$ cat config.mk
export PLATFORM = sky130hd
export DESIGN_NAME = lvdc_top
export DESIGN_NICKNAME = d
export VERILOG_FILES = /design/src/rtl/lvdc_pkg.sv /design/src/rtl/lvdc_cond_if.sv /design/src/rtl/lvdc_condition.sv /design/src/rtl/lvdc_top.sv
export SDC_FILE = /design/constraint.sdc
export NUM_CORES = 1
export LEC_CHECK = 0
export ABC_AREA = 1
export BUFFER_PORTS_ARGS = -buffer_cell sky130_fd_sc_hd__buf_2
export CORE_ASPECT_RATIO = 1.1
export CORE_MARGIN = 10
export CORE_UTILIZATION = 50
export DETAILED_ROUTE_END_ITERATION = 8
export PLACE_DENSITY = 0.82
export SLEW_MARGIN = 20
export SYNTH_ARGS = -nofsm -noshare
export SYNTH_HDL_FRONTEND = slang
export SYNTH_HIERARCHICAL = 1
export SYNTH_SLANG_ARGS = --single-unit
$ cat constraint.sdc
create_clock -name clk_sys -period 2.4 [get_ports clk_sys]
set_input_delay 0.12 -clock clk_sys [delete_from_list [all_inputs] [get_ports clk_sys]]
set_output_delay 0.12 -clock clk_sys [all_outputs]
set_load 0.05 [all_outputs]
$ cat src/rtl/lvdc_pkg.sv
package lvdc_pkg;

    // ------------------------------------------------------------
    // Register map
    // ------------------------------------------------------------
    localparam logic [15:0] ADDR_PORT_TWELVE_DIRECTION = 16'hFF2C;
    localparam logic [15:0] ADDR_DETECT_CONTROL        = 16'hFFBE;
    localparam logic [15:0] ADDR_THRESHOLD_SELECT      = 16'hFFBF;

    localparam logic [7:0]  RST_PORT_TWELVE_DIRECTION  = 8'hFF;
    localparam logic [7:0]  RST_DETECT_CONTROL         = 8'h00;
    localparam logic [7:0]  RST_THRESHOLD_SELECT       = 8'h00;

    // ------------------------------------------------------------
    // Field positions
    // ------------------------------------------------------------
    localparam int BIT_DETECT_ENABLE  = 7;
    localparam int BIT_SOURCE_SELECT  = 2;
    localparam int BIT_RESPONSE_MODE  = 1;
    localparam int BIT_BELOW_FLAG     = 0;
    localparam int CODE_MSB           = 3;
    localparam int DIR_PIN_COUNT      = 5;
    localparam logic [7:0] DIR_FIXED_ONES = 8'hE0;

    // ------------------------------------------------------------
    // Timing
    // ------------------------------------------------------------
    localparam int CLK_HZ             = 20_000_000;
    localparam int BELOW_SET_US       = 200;
    localparam int BELOW_SET_CYCLES   = (BELOW_SET_US * (CLK_HZ / 1_000_000));

endpackage : lvdc_pkg

$ cat src/rtl/lvdc_cond_if.sv
`timescale 1ns/1ps
interface lvdc_cond_if;
    logic enable;
    logic below_sync;
    logic below_qualified;

    modport ctrl (output enable, input below_sync, input below_qualified);
    modport cond (input enable, output below_sync, output below_qualified);
endinterface : lvdc_cond_if

$ cat src/rtl/lvdc_condition.sv
`timescale 1ns/1ps
module lvdc_condition #(
    parameter int SET_CYCLES = lvdc_pkg::BELOW_SET_CYCLES
) (
    input  wire logic   clk_sys,
    input  wire logic   reset_n,
    input  wire logic   cmp_below_raw,
    lvdc_cond_if.cond   link
);

    localparam int CW = $clog2(SET_CYCLES + 1);

    if (SET_CYCLES < 1)
    begin : g_bad_set_cycles
        $error("SET_CYCLES must be at least 1");
    end

    logic          sync_a;
    logic          sync_b;
    logic [CW-1:0] dwell;

    // ------------------------------------------------------------
    // Synchroniser
    // ------------------------------------------------------------
    always_ff @(posedge clk_sys)
    begin
        if (!reset_n)
        begin
            sync_a <= 1'b0;
            sync_b <= 1'b0;
        end
        else
        begin
            sync_a <= cmp_below_raw;
            sync_b <= sync_a;
        end
    end

    assign link.below_sync = sync_b;

    // ------------------------------------------------------------
    // Dwell qualifier
    // ------------------------------------------------------------
    always_ff @(posedge clk_sys)
    begin
        if (!reset_n || !link.enable || !sync_b)
        begin
            dwell <= '0;
        end
        else if (dwell != CW'(SET_CYCLES))
        begin
            dwell <= dwell + CW'(1);
        end
    end

    assign link.below_qualified = (dwell == CW'(SET_CYCLES));

endmodule : lvdc_condition

$ cat src/rtl/lvdc_top.sv
// Function
// - Comparator runs only while control bit 7 is set.
// - Bit 2 picks supply voltage (0) or external sense pin (1).
// - Mode bit 0: interrupt on falling below and on returning above.
// - Mode bit 1: hold internal reset while below threshold.
// - Flag is 1 while below; 0 when above or disabled.
// - Control bit 0 is read-only; writes do not touch it.
// - Detector reset keeps control bits; other resets clear control to 00H.
// - Detector reset keeps threshold code; other resets clear it to 00H.
// - All three registers take single-bit and whole-byte writes.
// - Flag sets no sooner than 200 us after going below.
// - Interrupt mode: clearing enable while below raises the interrupt.
// - Four-bit code picks one of 16 supply thresholds, 4.24 V to 1.93 V.
// - External source compares against fixed 1.21 V, code ignored.
// - Every reset sets direction to FFH; bits 7 to 5 read 1.
// - Detector reset sets bit 0 of the reset cause register.
`timescale 1ns/1ps
module lvdc_top #(
    parameter int SET_CYCLES = lvdc_pkg::BELOW_SET_CYCLES
) (
    input  wire logic        clk_sys,
    input  wire logic        reset_n,
    input  wire logic        reset_by_monitor,
    input  wire logic [15:0] bus_addr,
    input  wire logic        bus_rd,
    input  wire logic        bus_wr_byte,
    input  wire logic        bus_wr_bit,
    input  wire logic [2:0]  bus_bit_sel,
    input  wire logic        bus_bit_val,
    input  wire logic [7:0]  bus_wdata,
    output logic      [7:0]  bus_rdata,
    output logic             bus_hit,
    input  wire logic        cmp_below_raw,
    output logic             cmp_enable,
    output logic             use_fixed_reference,
    output logic      [3:0]  supply_threshold_code,
    output logic      [4:0]  port_twelve_output_enable,
    output logic             low_voltage_interrupt,
    output logic             monitor_reset,
    output logic             monitor_reset_cause_set
);

    logic [7:0] detect_control;
    logic [7:0] threshold_select;
    logic [7:0] port_twelve_direction;
    logic       below_threshold_flag;
    logic       flag_q;
    logic       monitor_reset_q;

    lvdc_cond_if cond_link ();

    // ------------------------------------------------------------
    // Bus helpers
    // ------------------------------------------------------------
    function automatic logic [7:0] lvdc_write_value(
        input logic [7:0] current,
        input logic       byte_wr,
        input logic [2:0] sel,
        input logic       val,
        input logic [7:0] data
    );
        logic [7:0] result;
        result = current;
        if (byte_wr)
        begin
            result = data;
        end
        else
        begin
            result[sel] = val;
        end
        return result;
    endfunction : lvdc_write_value

    logic       wr_any;
    logic       wr_ctrl;
    logic       wr_thr;
    logic       wr_dir;
    logic [7:0] next_detect_control;
    logic [7:0] next_threshold_select;
    logic [7:0] next_port_twelve_direction;

    assign wr_any  = bus_wr_byte | bus_wr_bit;
    assign wr_ctrl = wr_any && (bus_addr == lvdc_pkg::ADDR_DETECT_CONTROL);
    assign wr_thr  = wr_any && (bus_addr == lvdc_pkg::ADDR_THRESHOLD_SELECT);
    assign wr_dir  = wr_any && (bus_addr == lvdc_pkg::ADDR_PORT_TWELVE_DIRECTION);

    assign bus_hit = (bus_addr == lvdc_pkg::ADDR_DETECT_CONTROL)
                  || (bus_addr == lvdc_pkg::ADDR_THRESHOLD_SELECT)
                  || (bus_addr == lvdc_pkg::ADDR_PORT_TWELVE_DIRECTION);

    always_comb
    begin
        next_detect_control = lvdc_write_value(detect_control, bus_wr_byte,
                                               bus_bit_sel, bus_bit_val, bus_wdata);
        next_detect_control[lvdc_pkg::BIT_BELOW_FLAG] = 1'b0;
        next_detect_control[6:3] = 4'h0;
        next_threshold_select = lvdc_write_value(threshold_select, bus_wr_byte,
                                                 bus_bit_sel, bus_bit_val, bus_wdata);
        next_port_twelve_direction = lvdc_write_value(port_twelve_direction,
                                                      bus_wr_byte, bus_bit_sel,
                                                      bus_bit_val, bus_wdata)
                                   | lvdc_pkg::DIR_FIXED_ONES;
    end

    // ------------------------------------------------------------
    // Detect control register
    // ------------------------------------------------------------
    always_ff @(posedge clk_sys)
    begin
        if (!reset_n)
        begin
            if (!reset_by_monitor)
            begin
                detect_control <= lvdc_pkg::RST_DETECT_CONTROL;
            end
        end
        else if (wr_ctrl)
        begin
            detect_control <= next_detect_control;
        end
    end

    // ------------------------------------------------------------
    // Threshold select register
    // ------------------------------------------------------------
    always_ff @(posedge clk_sys)
    begin
        if (!reset_n)
        begin
            if (!reset_by_monitor)
            begin
                threshold_select <= lvdc_pkg::RST_THRESHOLD_SELECT;
            end
        end
        else if (wr_thr)
        begin
            threshold_select <= next_threshold_select;
        end
    end

    // ------------------------------------------------------------
    // Port twelve direction register
    // ------------------------------------------------------------
    always_ff @(posedge clk_sys)
    begin
        if (!reset_n)
        begin
            port_twelve_direction <= lvdc_pkg::RST_PORT_TWELVE_DIRECTION;
        end
        else if (wr_dir)
        begin
            port_twelve_direction <= next_port_twelve_direction;
        end
    end

    assign port_twelve_output_enable =
        ~port_twelve_direction[lvdc_pkg::DIR_PIN_COUNT-1:0];

    // ------------------------------------------------------------
    // Comparator control
    // ------------------------------------------------------------
    assign cmp_enable          = detect_control[lvdc_pkg::BIT_DETECT_ENABLE];
    assign use_fixed_reference = detect_control[lvdc_pkg::BIT_SOURCE_SELECT];
    assign supply_threshold_code = use_fixed_reference ? 4'h0
                                 : threshold_select[lvdc_pkg::CODE_MSB:0];
    assign cond_link.enable    = cmp_enable;

    lvdc_condition #(
        .SET_CYCLES (SET_CYCLES)
    ) u_condition (
        .clk_sys       (clk_sys),
        .reset_n       (reset_n),
        .cmp_below_raw (cmp_below_raw),
        .link          (cond_link)
    );

    // Synchronised level also gates the flag, so release is not held by the counter
    assign below_threshold_flag = cmp_enable & cond_link.below_qualified
                                & cond_link.below_sync;

    // ------------------------------------------------------------
    // Interrupt and reset outputs
    // ------------------------------------------------------------
    always_ff @(posedge clk_sys)
    begin
        if (!reset_n)
        begin
            flag_q                <= 1'b0;
            low_voltage_interrupt <= 1'b0;
        end
        else
        begin
            flag_q <= below_threshold_flag;
            // Flag drops on disable, so a falling edge covers clearing while below
            low_voltage_interrupt <= !detect_control[lvdc_pkg::BIT_RESPONSE_MODE]
                                  && (below_threshold_flag != flag_q)
                                  && (cmp_enable || flag_q);
        end
    end

    always_ff @(posedge clk_sys)
    begin
        if (!reset_n)
        begin
            monitor_reset           <= 1'b0;
            monitor_reset_q         <= 1'b0;
            monitor_reset_cause_set <= 1'b0;
        end
        else
        begin
            monitor_reset <= detect_control[lvdc_pkg::BIT_RESPONSE_MODE]
                          && below_threshold_flag;
            monitor_reset_q <= monitor_reset;
            monitor_reset_cause_set <= monitor_reset && !monitor_reset_q;
        end
    end

    // ------------------------------------------------------------
    // Read data
    // ------------------------------------------------------------
    always_ff @(posedge clk_sys)
    begin
        if (!reset_n)
        begin
            bus_rdata <= 8'h00;
        end
        else if (bus_rd)
        begin
            case (bus_addr)
                lvdc_pkg::ADDR_DETECT_CONTROL:
                    bus_rdata <= {detect_control[7:1], below_threshold_flag};
                lvdc_pkg::ADDR_THRESHOLD_SELECT:
                    bus_rdata <= threshold_select;
                lvdc_pkg::ADDR_PORT_TWELVE_DIRECTION:
                    bus_rdata <= port_twelve_direction | lvdc_pkg::DIR_FIXED_ONES;
                default:
                    bus_rdata <= 8'h00;
            endcase
        end
    end

endmodule : lvdc_top

==> Yosys cells after proc, flatten, opt, wreduce, memory -nomap -nowiden <==
Cells that the tools add are included.
{ "totals": {"register_bits": 48, "input_bits": 35, "word_cells": 63} }
{ "op_classes": {"add_sub_neg": 1, "magnitude_cmp": 2, "eq_ne": 9, "muxes": 15, "bitwise_logic": 4, "n_reduce_logical": 20} }
{ "op_table": {"columns": ["operator", "n"], "rows": [
  ["two-way mux 8 bit", 7],
  ["== test 16 bit, second input constant", 3],
  ["bitwise mux 8 bit", 3],
  ["one-hot mux 8 bit (3 select lines)", 1],
  ["adder 12 x 1 -> 12 bit, second input constant", 1],
  ["== test 12 bit, second input constant", 1],
  ["!= test 12 bit, second input constant", 1],
  ["logical AND 1 bit", 8],
  ["zero test 1 bit", 5],
  ["logical OR 1 bit", 5],
  ["two-way mux 5 bit", 1],
  ["inverter 5 bit", 1],
  ["less-than comparator 3 x 4 -> 1 bit, second input constant", 1],
  ["two-way mux 4 bit", 1],
  ["!= test 2 x 1 -> 1 bit, second input constant", 2],
  ["AND reduction 2 bit", 2],
  ["demux 1 bit (select 3 bit)", 1],
  [">= comparator 3 x 1 -> 1 bit, second input constant", 1],
  ["AND 1 bit", 2],
  ["!= test 2 bit, second input constant", 1],
  ["two-way mux 1 bit", 1],
  ["!= test 1 bit", 1],
  ["bitwise OR 1 bit", 1]
]} }

==> Depth between registers and ports, before layout <==
{ "logic_depth": {"depth_word": 8, "ltp_mapped": 12, "mapped_depth_nobuf": 12} }

==> By module <==
The synthesis kept the hierarchy.
{ "by_module_without_submodules": {"columns": ["mod", "n_inst", "cells_each", "area_per_inst_um2", "seq_area_each_um2"], "rows": [
  ["lvdc_top", 1, 235, 1614.0, 690.7],
  ["lvdc_condition", 1, 98, 689.4, 280.3]
]} }

==> Least setup slack after synthesis <==
No wires, ideal clock.
{ "synth_path": {"path_kind": "register to output", "start": "register detect_control[2]", "end": "output supply_threshold_code[0]", "arrival_ns": 1.395, "t_required_ns": 2.280, "setup_slack_ns": 0.885, "path_stages_with_launch": 2, "n_path_buf": 0, "cell_sequence": "edfxtp_1 -> nor2_1"} }
{ "synth_via": {"elab_chain_len": 1} }
{ "synth_lines": {"columns": ["item", "line_no", "rtl"], "rows": [
  ["start, declared", "lvdc_top.sv:43", "logic [7:0] detect_control;"],
  ["start signal, assigned", "lvdc_top.sv:115", "detect_control <= lvdc_pkg::RST_DETECT_CONTROL;"],
  ["start signal, assigned", "lvdc_top.sv:120", "detect_control <= next_detect_control;"],
  ["two-way mux 4 bit", "lvdc_top.sv:165", "assign supply_threshold_code = use_fixed_reference ? 4'h0"],
  ["end, declared", "lvdc_top.sv:36", "output logic [3:0] supply_threshold_code,"]
]} }
Every way passes these cells.

==> Final worst setup path <==
{ "layout_path": {"start": "register u_condition.dwell[0]", "end": "register bus_rdata[0]"} }
{ "layout_via": {"elab_chain_len": 4} }
{ "layout_lines": {"columns": ["item", "line_no", "rtl"], "rows": [
  ["start, declared", "lvdc_condition.sv:20", "logic [CW-1:0] dwell;"],
  ["start signal, assigned", "lvdc_condition.sv:52", "dwell <= dwell + CW'(1);"],
  ["== test 12 bit", "lvdc_condition.sv:56", "assign link.below_qualified = (dwell == CW'(SET_CYCLES));"],
  ["named net cond_link.below_qualified", "lvdc_cond_if.sv:5", "logic below_qualified;"],
  ["AND 1 bit", "lvdc_top.sv:179", "assign below_threshold_flag = cmp_enable & cond_link.below_qualified"],
  ["AND 1 bit", "lvdc_top.sv:180", "& cond_link.below_sync;"],
  ["one-hot mux 8 bit (3 select lines)", "lvdc_top.sv:230", "case (bus_addr)"],
  ["end signal, assigned", "lvdc_top.sv:232", "bus_rdata <= {detect_control[7:1], below_threshold_flag};"],
  ["end signal, assigned", "lvdc_top.sv:234", "bus_rdata <= threshold_select;"],
  ["end signal, assigned", "lvdc_top.sv:236", "bus_rdata <= port_twelve_direction | lvdc_pkg::DIR_FIXED_ONES;"],
  ["end, declared", "lvdc_top.sv:31", "output logic [7:0] bus_rdata,"]
]} }
The timed path passes the listed nets, and every way through them passes these cells.
A chain may end at the register's enable or synchronous reset.

==> impl_metrics.tcl <==
set metrics [dict create \
    per_cell_via_count_in_the_routed_design 5.143 \
    layout_common_cells "nand2_1 (88), buf_2 (57), inv_1 (48)" \
    finalWeightedCongestion 0.9199 \
    dpl.hpwl_mm 4.520 \
    global_route_wire_length_before_repair_mm 9.825 \
    cts_setup_buffers 0 \
    final_hold_viol_count 0 \
    area_growth_syn_to_layout_pct 19.99 \
    timing.max_slew.rel_slack 0.6704 \
    grt.total_usage 0.1496 \
    critPathLaunchType "flip-flop" \
    design_power_total_w 0.001465 \
    clock_tree_sinks 43 \
    grt_antenna_before_repair 0 \
    io-pin-count 58 \
    fp.dieArea_mm2 0.007725 \
    category_of_the_critical_setup_timing_path "flip-flop to flip-flop" \
    final_core_util 0.6311 \
    finish_stage_setup_viols 0 \
    r2r_cells 12 \
    layout-drive-gt1-share 0.2127 \
    timing.reg2reg.setup_slack_ns 0.80 \
    cp_max_fo 5 \
    ys_seq_elements 43 \
    timing_worst_slew_pin_value_ns 0.4914 \
    grt_setup_unrepaired "false" \
    place.port_buffers 57 \
    cts-htree-levels 2 \
    design.core.area_mm2 0.004379 \
    layout_commonest_cell "nand2_1" \
    post_synth_num_cell_types 26 \
    first_global_vias 2263 \
    filler_cells_inserted 422 \
    final_cell_area_mm2 0.002764 \
    routed_wl_mm 5.796 \
    power-per-cell-area_mw_per_mm2 530.1 \
    power.internal_w 0.001101 \
    clock_insertion_delay_worst_skew_ns 0.30 \
    number_of_max_cap_violations 0 \
    area_after_detailed_placement_mm2 0.002641 \
    drtPass1Iterations 4 \
    clockBufferDepth 2 \
    routed_wire_length_per_instance_um 12.91 \
    crit_required_ns 2.63 \
    globalRouteOverflowTotal 0 \
    power_switching_w 0.0003642 \
    die_width_um 84.72 \
    yosysWarnings 6 \
    detailroute.via_count 2309 \
    crit_path_max_incr_delay_ns 0.35 \
    multi_input_area_mm2 0.001119 \
    grt_max_degree 19 \
    regToRegStartpoint "u_condition/dwell[0]$_SDFFE_PP0P_" \
    sw_frac_of_total 0.2486 \
    irDropWorstVdd_mv 0.2641 \
    critical_path.endpoint_type "flip-flop" \
    finalCriticalPeriod_ns 1.601 \
    antenna_cells 0 \
    min_period_over_period 0.6671 \
    drv_slew 0 \
    min_delay_worst_endpoint "bus_rdata[0]$_SDFFE_PN0P_" \
    timing.rr.end "bus_rdata[0]$_SDFFE_PN0P_" \
    syn_nets 370 \
    initial_utilization 0.5260 \
    fin_tns_setup_ns 0 \
    drc_errors 0 \
    cp_data_arrival_time_ns 1.83 \
    fmax_mhz 624.6 \
    synth_area_mm2 0.002303 \
    cts-buffers-inserted 5 \
    share_comb_of_total_power 0.102 \
    tritoncts "built" \
    syn-instance-count 333 \
    hold_path.startpoint "bus_rd" \
    cts-root-buf "clkbuf_8" \
    power_frac_clock 0.375 \
    syn_avg_cell_area_um2 6.917 \
    power.static_leakage_nw 1.341 \
    clock-skew-final_ns 0.008337 \
    layout.nets 431 \
    hold_class "input pin to flip-flop" \
    detailedRoute.firstIterationViolations 154 \
    slowest_library_cell_on_the_worst_path "dfxtp_1" \
    die_h_um 91.19 \
    crit_chain "inv_1, ha_1, nand2_1, nor2_1, nand3_2, inv_1, nand3_1, inv_1, nand3_1, nand3_1, nand2_1, a21oi_1" \
    clk_pin_slew_worst_paths_ns 0.09 \
    timing.hold.worst_path_depth 3 \
    power.share.sequential 0.523 \
    std_cell_rows 25 \
    ant_nets 0 \
    outcome "completed" \
    synth_seq_area_share 0.4215 \
    seqCellArea_um2 970.9 \
]
[state kept, by name, summed over array words and instances (netlist names)]
signal and flops:
u_condition/dwell 12, bus_rdata 8, threshold_select 8, port_twelve_direction 5
detect_control 3, flag_q 1, low_voltage_interrupt 1, monitor_reset 1
monitor_reset_cause_set 1, monitor_reset_q 1, u_condition/link.below_sync 1, u_condition/sync_a 1
[metal layers]
metal,wire [um],global-route usage
met1,2245,0.1593
met2,3004,0.2676
met3,434,0.04468
met4,110,0.05907
met5,0,0
[cell families (layout without fill, tap and decap cells)]
group	Yosys count	after routing	share of synthesized area
buffers and inverters	56	118	0.09288
flip-flops	43	43	0.4215
XOR/XNOR	1	1	0.003803
AO/OA/AOI/OAI	51	51	0.1130
AND/OR/NAND/NOR	180	180	0.3580
adder cells (fa/ha/maj)	2	2	0.01086
[cells in the mapped netlist, drive strengths merged]
cell type / number / area, um2
nand4: 4 / 25.02
xor2: 1 / 8.760
clkinv: 1 / 3.750
inv: 50 / 187.7
nor3: 6 / 41.29
ha: 2 / 25.02
dfxtp: 32 / 640.6
a21oi: 23 / 115.1
nand2: 91 / 354.1
buf: 3 / 15.01
clkbuf: 2 / 7.510
nand3: 36 / 190.2
nand3b: 2 / 15.01
edfxtp: 11 / 330.3
o21ai: 24 / 120.1
a31oi: 2 / 12.51
nor2: 41 / 198.9
o22ai: 2 / 12.51
[power groups by stage]
stage	combinational (W)	clock, W	sequential (W)
2_1_floorplan	0.0000808	0	0.000791
3_3_place_gp	0.000143	0	0.000783
3_5_place_dp	0.000147	0	0.000783
4_1_cts	0.000149	0.000558	0.000766
5_1_grt	0.000167	0.000586	0.000768
6_report	0.000149	0.000550	0.000766
[worst max-delay path: cells and delay by family, from the launching register on]
family,cells,cell delay (ns)
DFF,1,0.35
and+or+nand+nor,7,0.67
adders and majority gates,1,0.15
AOI/OAI and AO/OA,1,0.10
buffers and inverters,3,0.26
[cell type report]
| class | instances | area share |
|---|---|---|
| multi-input cells | 234 | 0.4047 |
| inverters | 51 | 0.06926 |
| clock inverters | 1 | 0.001811 |
| flip-flops and latches | 43 | 0.3513 |
| repair buffers | 59 | 0.1096 |
| clock buffers | 7 | 0.03893 |
| well taps | 54 | 0.02445 |
[per-stage QoR]
step                hold slack, ns  instances  setup WS [ns]
detailed placement          0.3172        440         0.8001
finish                      0.1269        449         0.7990
floorplan                   0.2135        333         0.8849
global placement            0.3004        440         0.8644
CTS                         0.1250        449         0.7937
global route                0.1539        449         0.5851
[worst max path at each step]
stage                                            from                         to  slack (ns)  cells past startpoint
global route        u_condition/dwell[0]$_SDFFE_PP0P_  bus_rdata[0]$_SDFFE_PN0P_        0.59                     12
finish              u_condition/dwell[0]$_SDFFE_PP0P_  bus_rdata[0]$_SDFFE_PN0P_        0.80                     12
floorplan             detect_control[2]$_SDFFCE_PN0P_   supply_threshold_code[0]        0.88                      1
global placement    u_condition/dwell[0]$_SDFFE_PP0P_  bus_rdata[0]$_SDFFE_PN0P_        0.86                     12
CTS                 u_condition/dwell[0]$_SDFFE_PP0P_  bus_rdata[0]$_SDFFE_PN0P_        0.79                     12
detailed placement  u_condition/dwell[0]$_SDFFE_PP0P_  bus_rdata[0]$_SDFFE_PN0P_        0.80                     12
[what timing repair did]
action / 4_1_cts / 5_1_grt
hold buffers: 1 / 0
resized for setup: 0 / 0
endpoints found under the hold margin: 1 / 0
No activity file was read; power rests on OpenSTA's default activity.
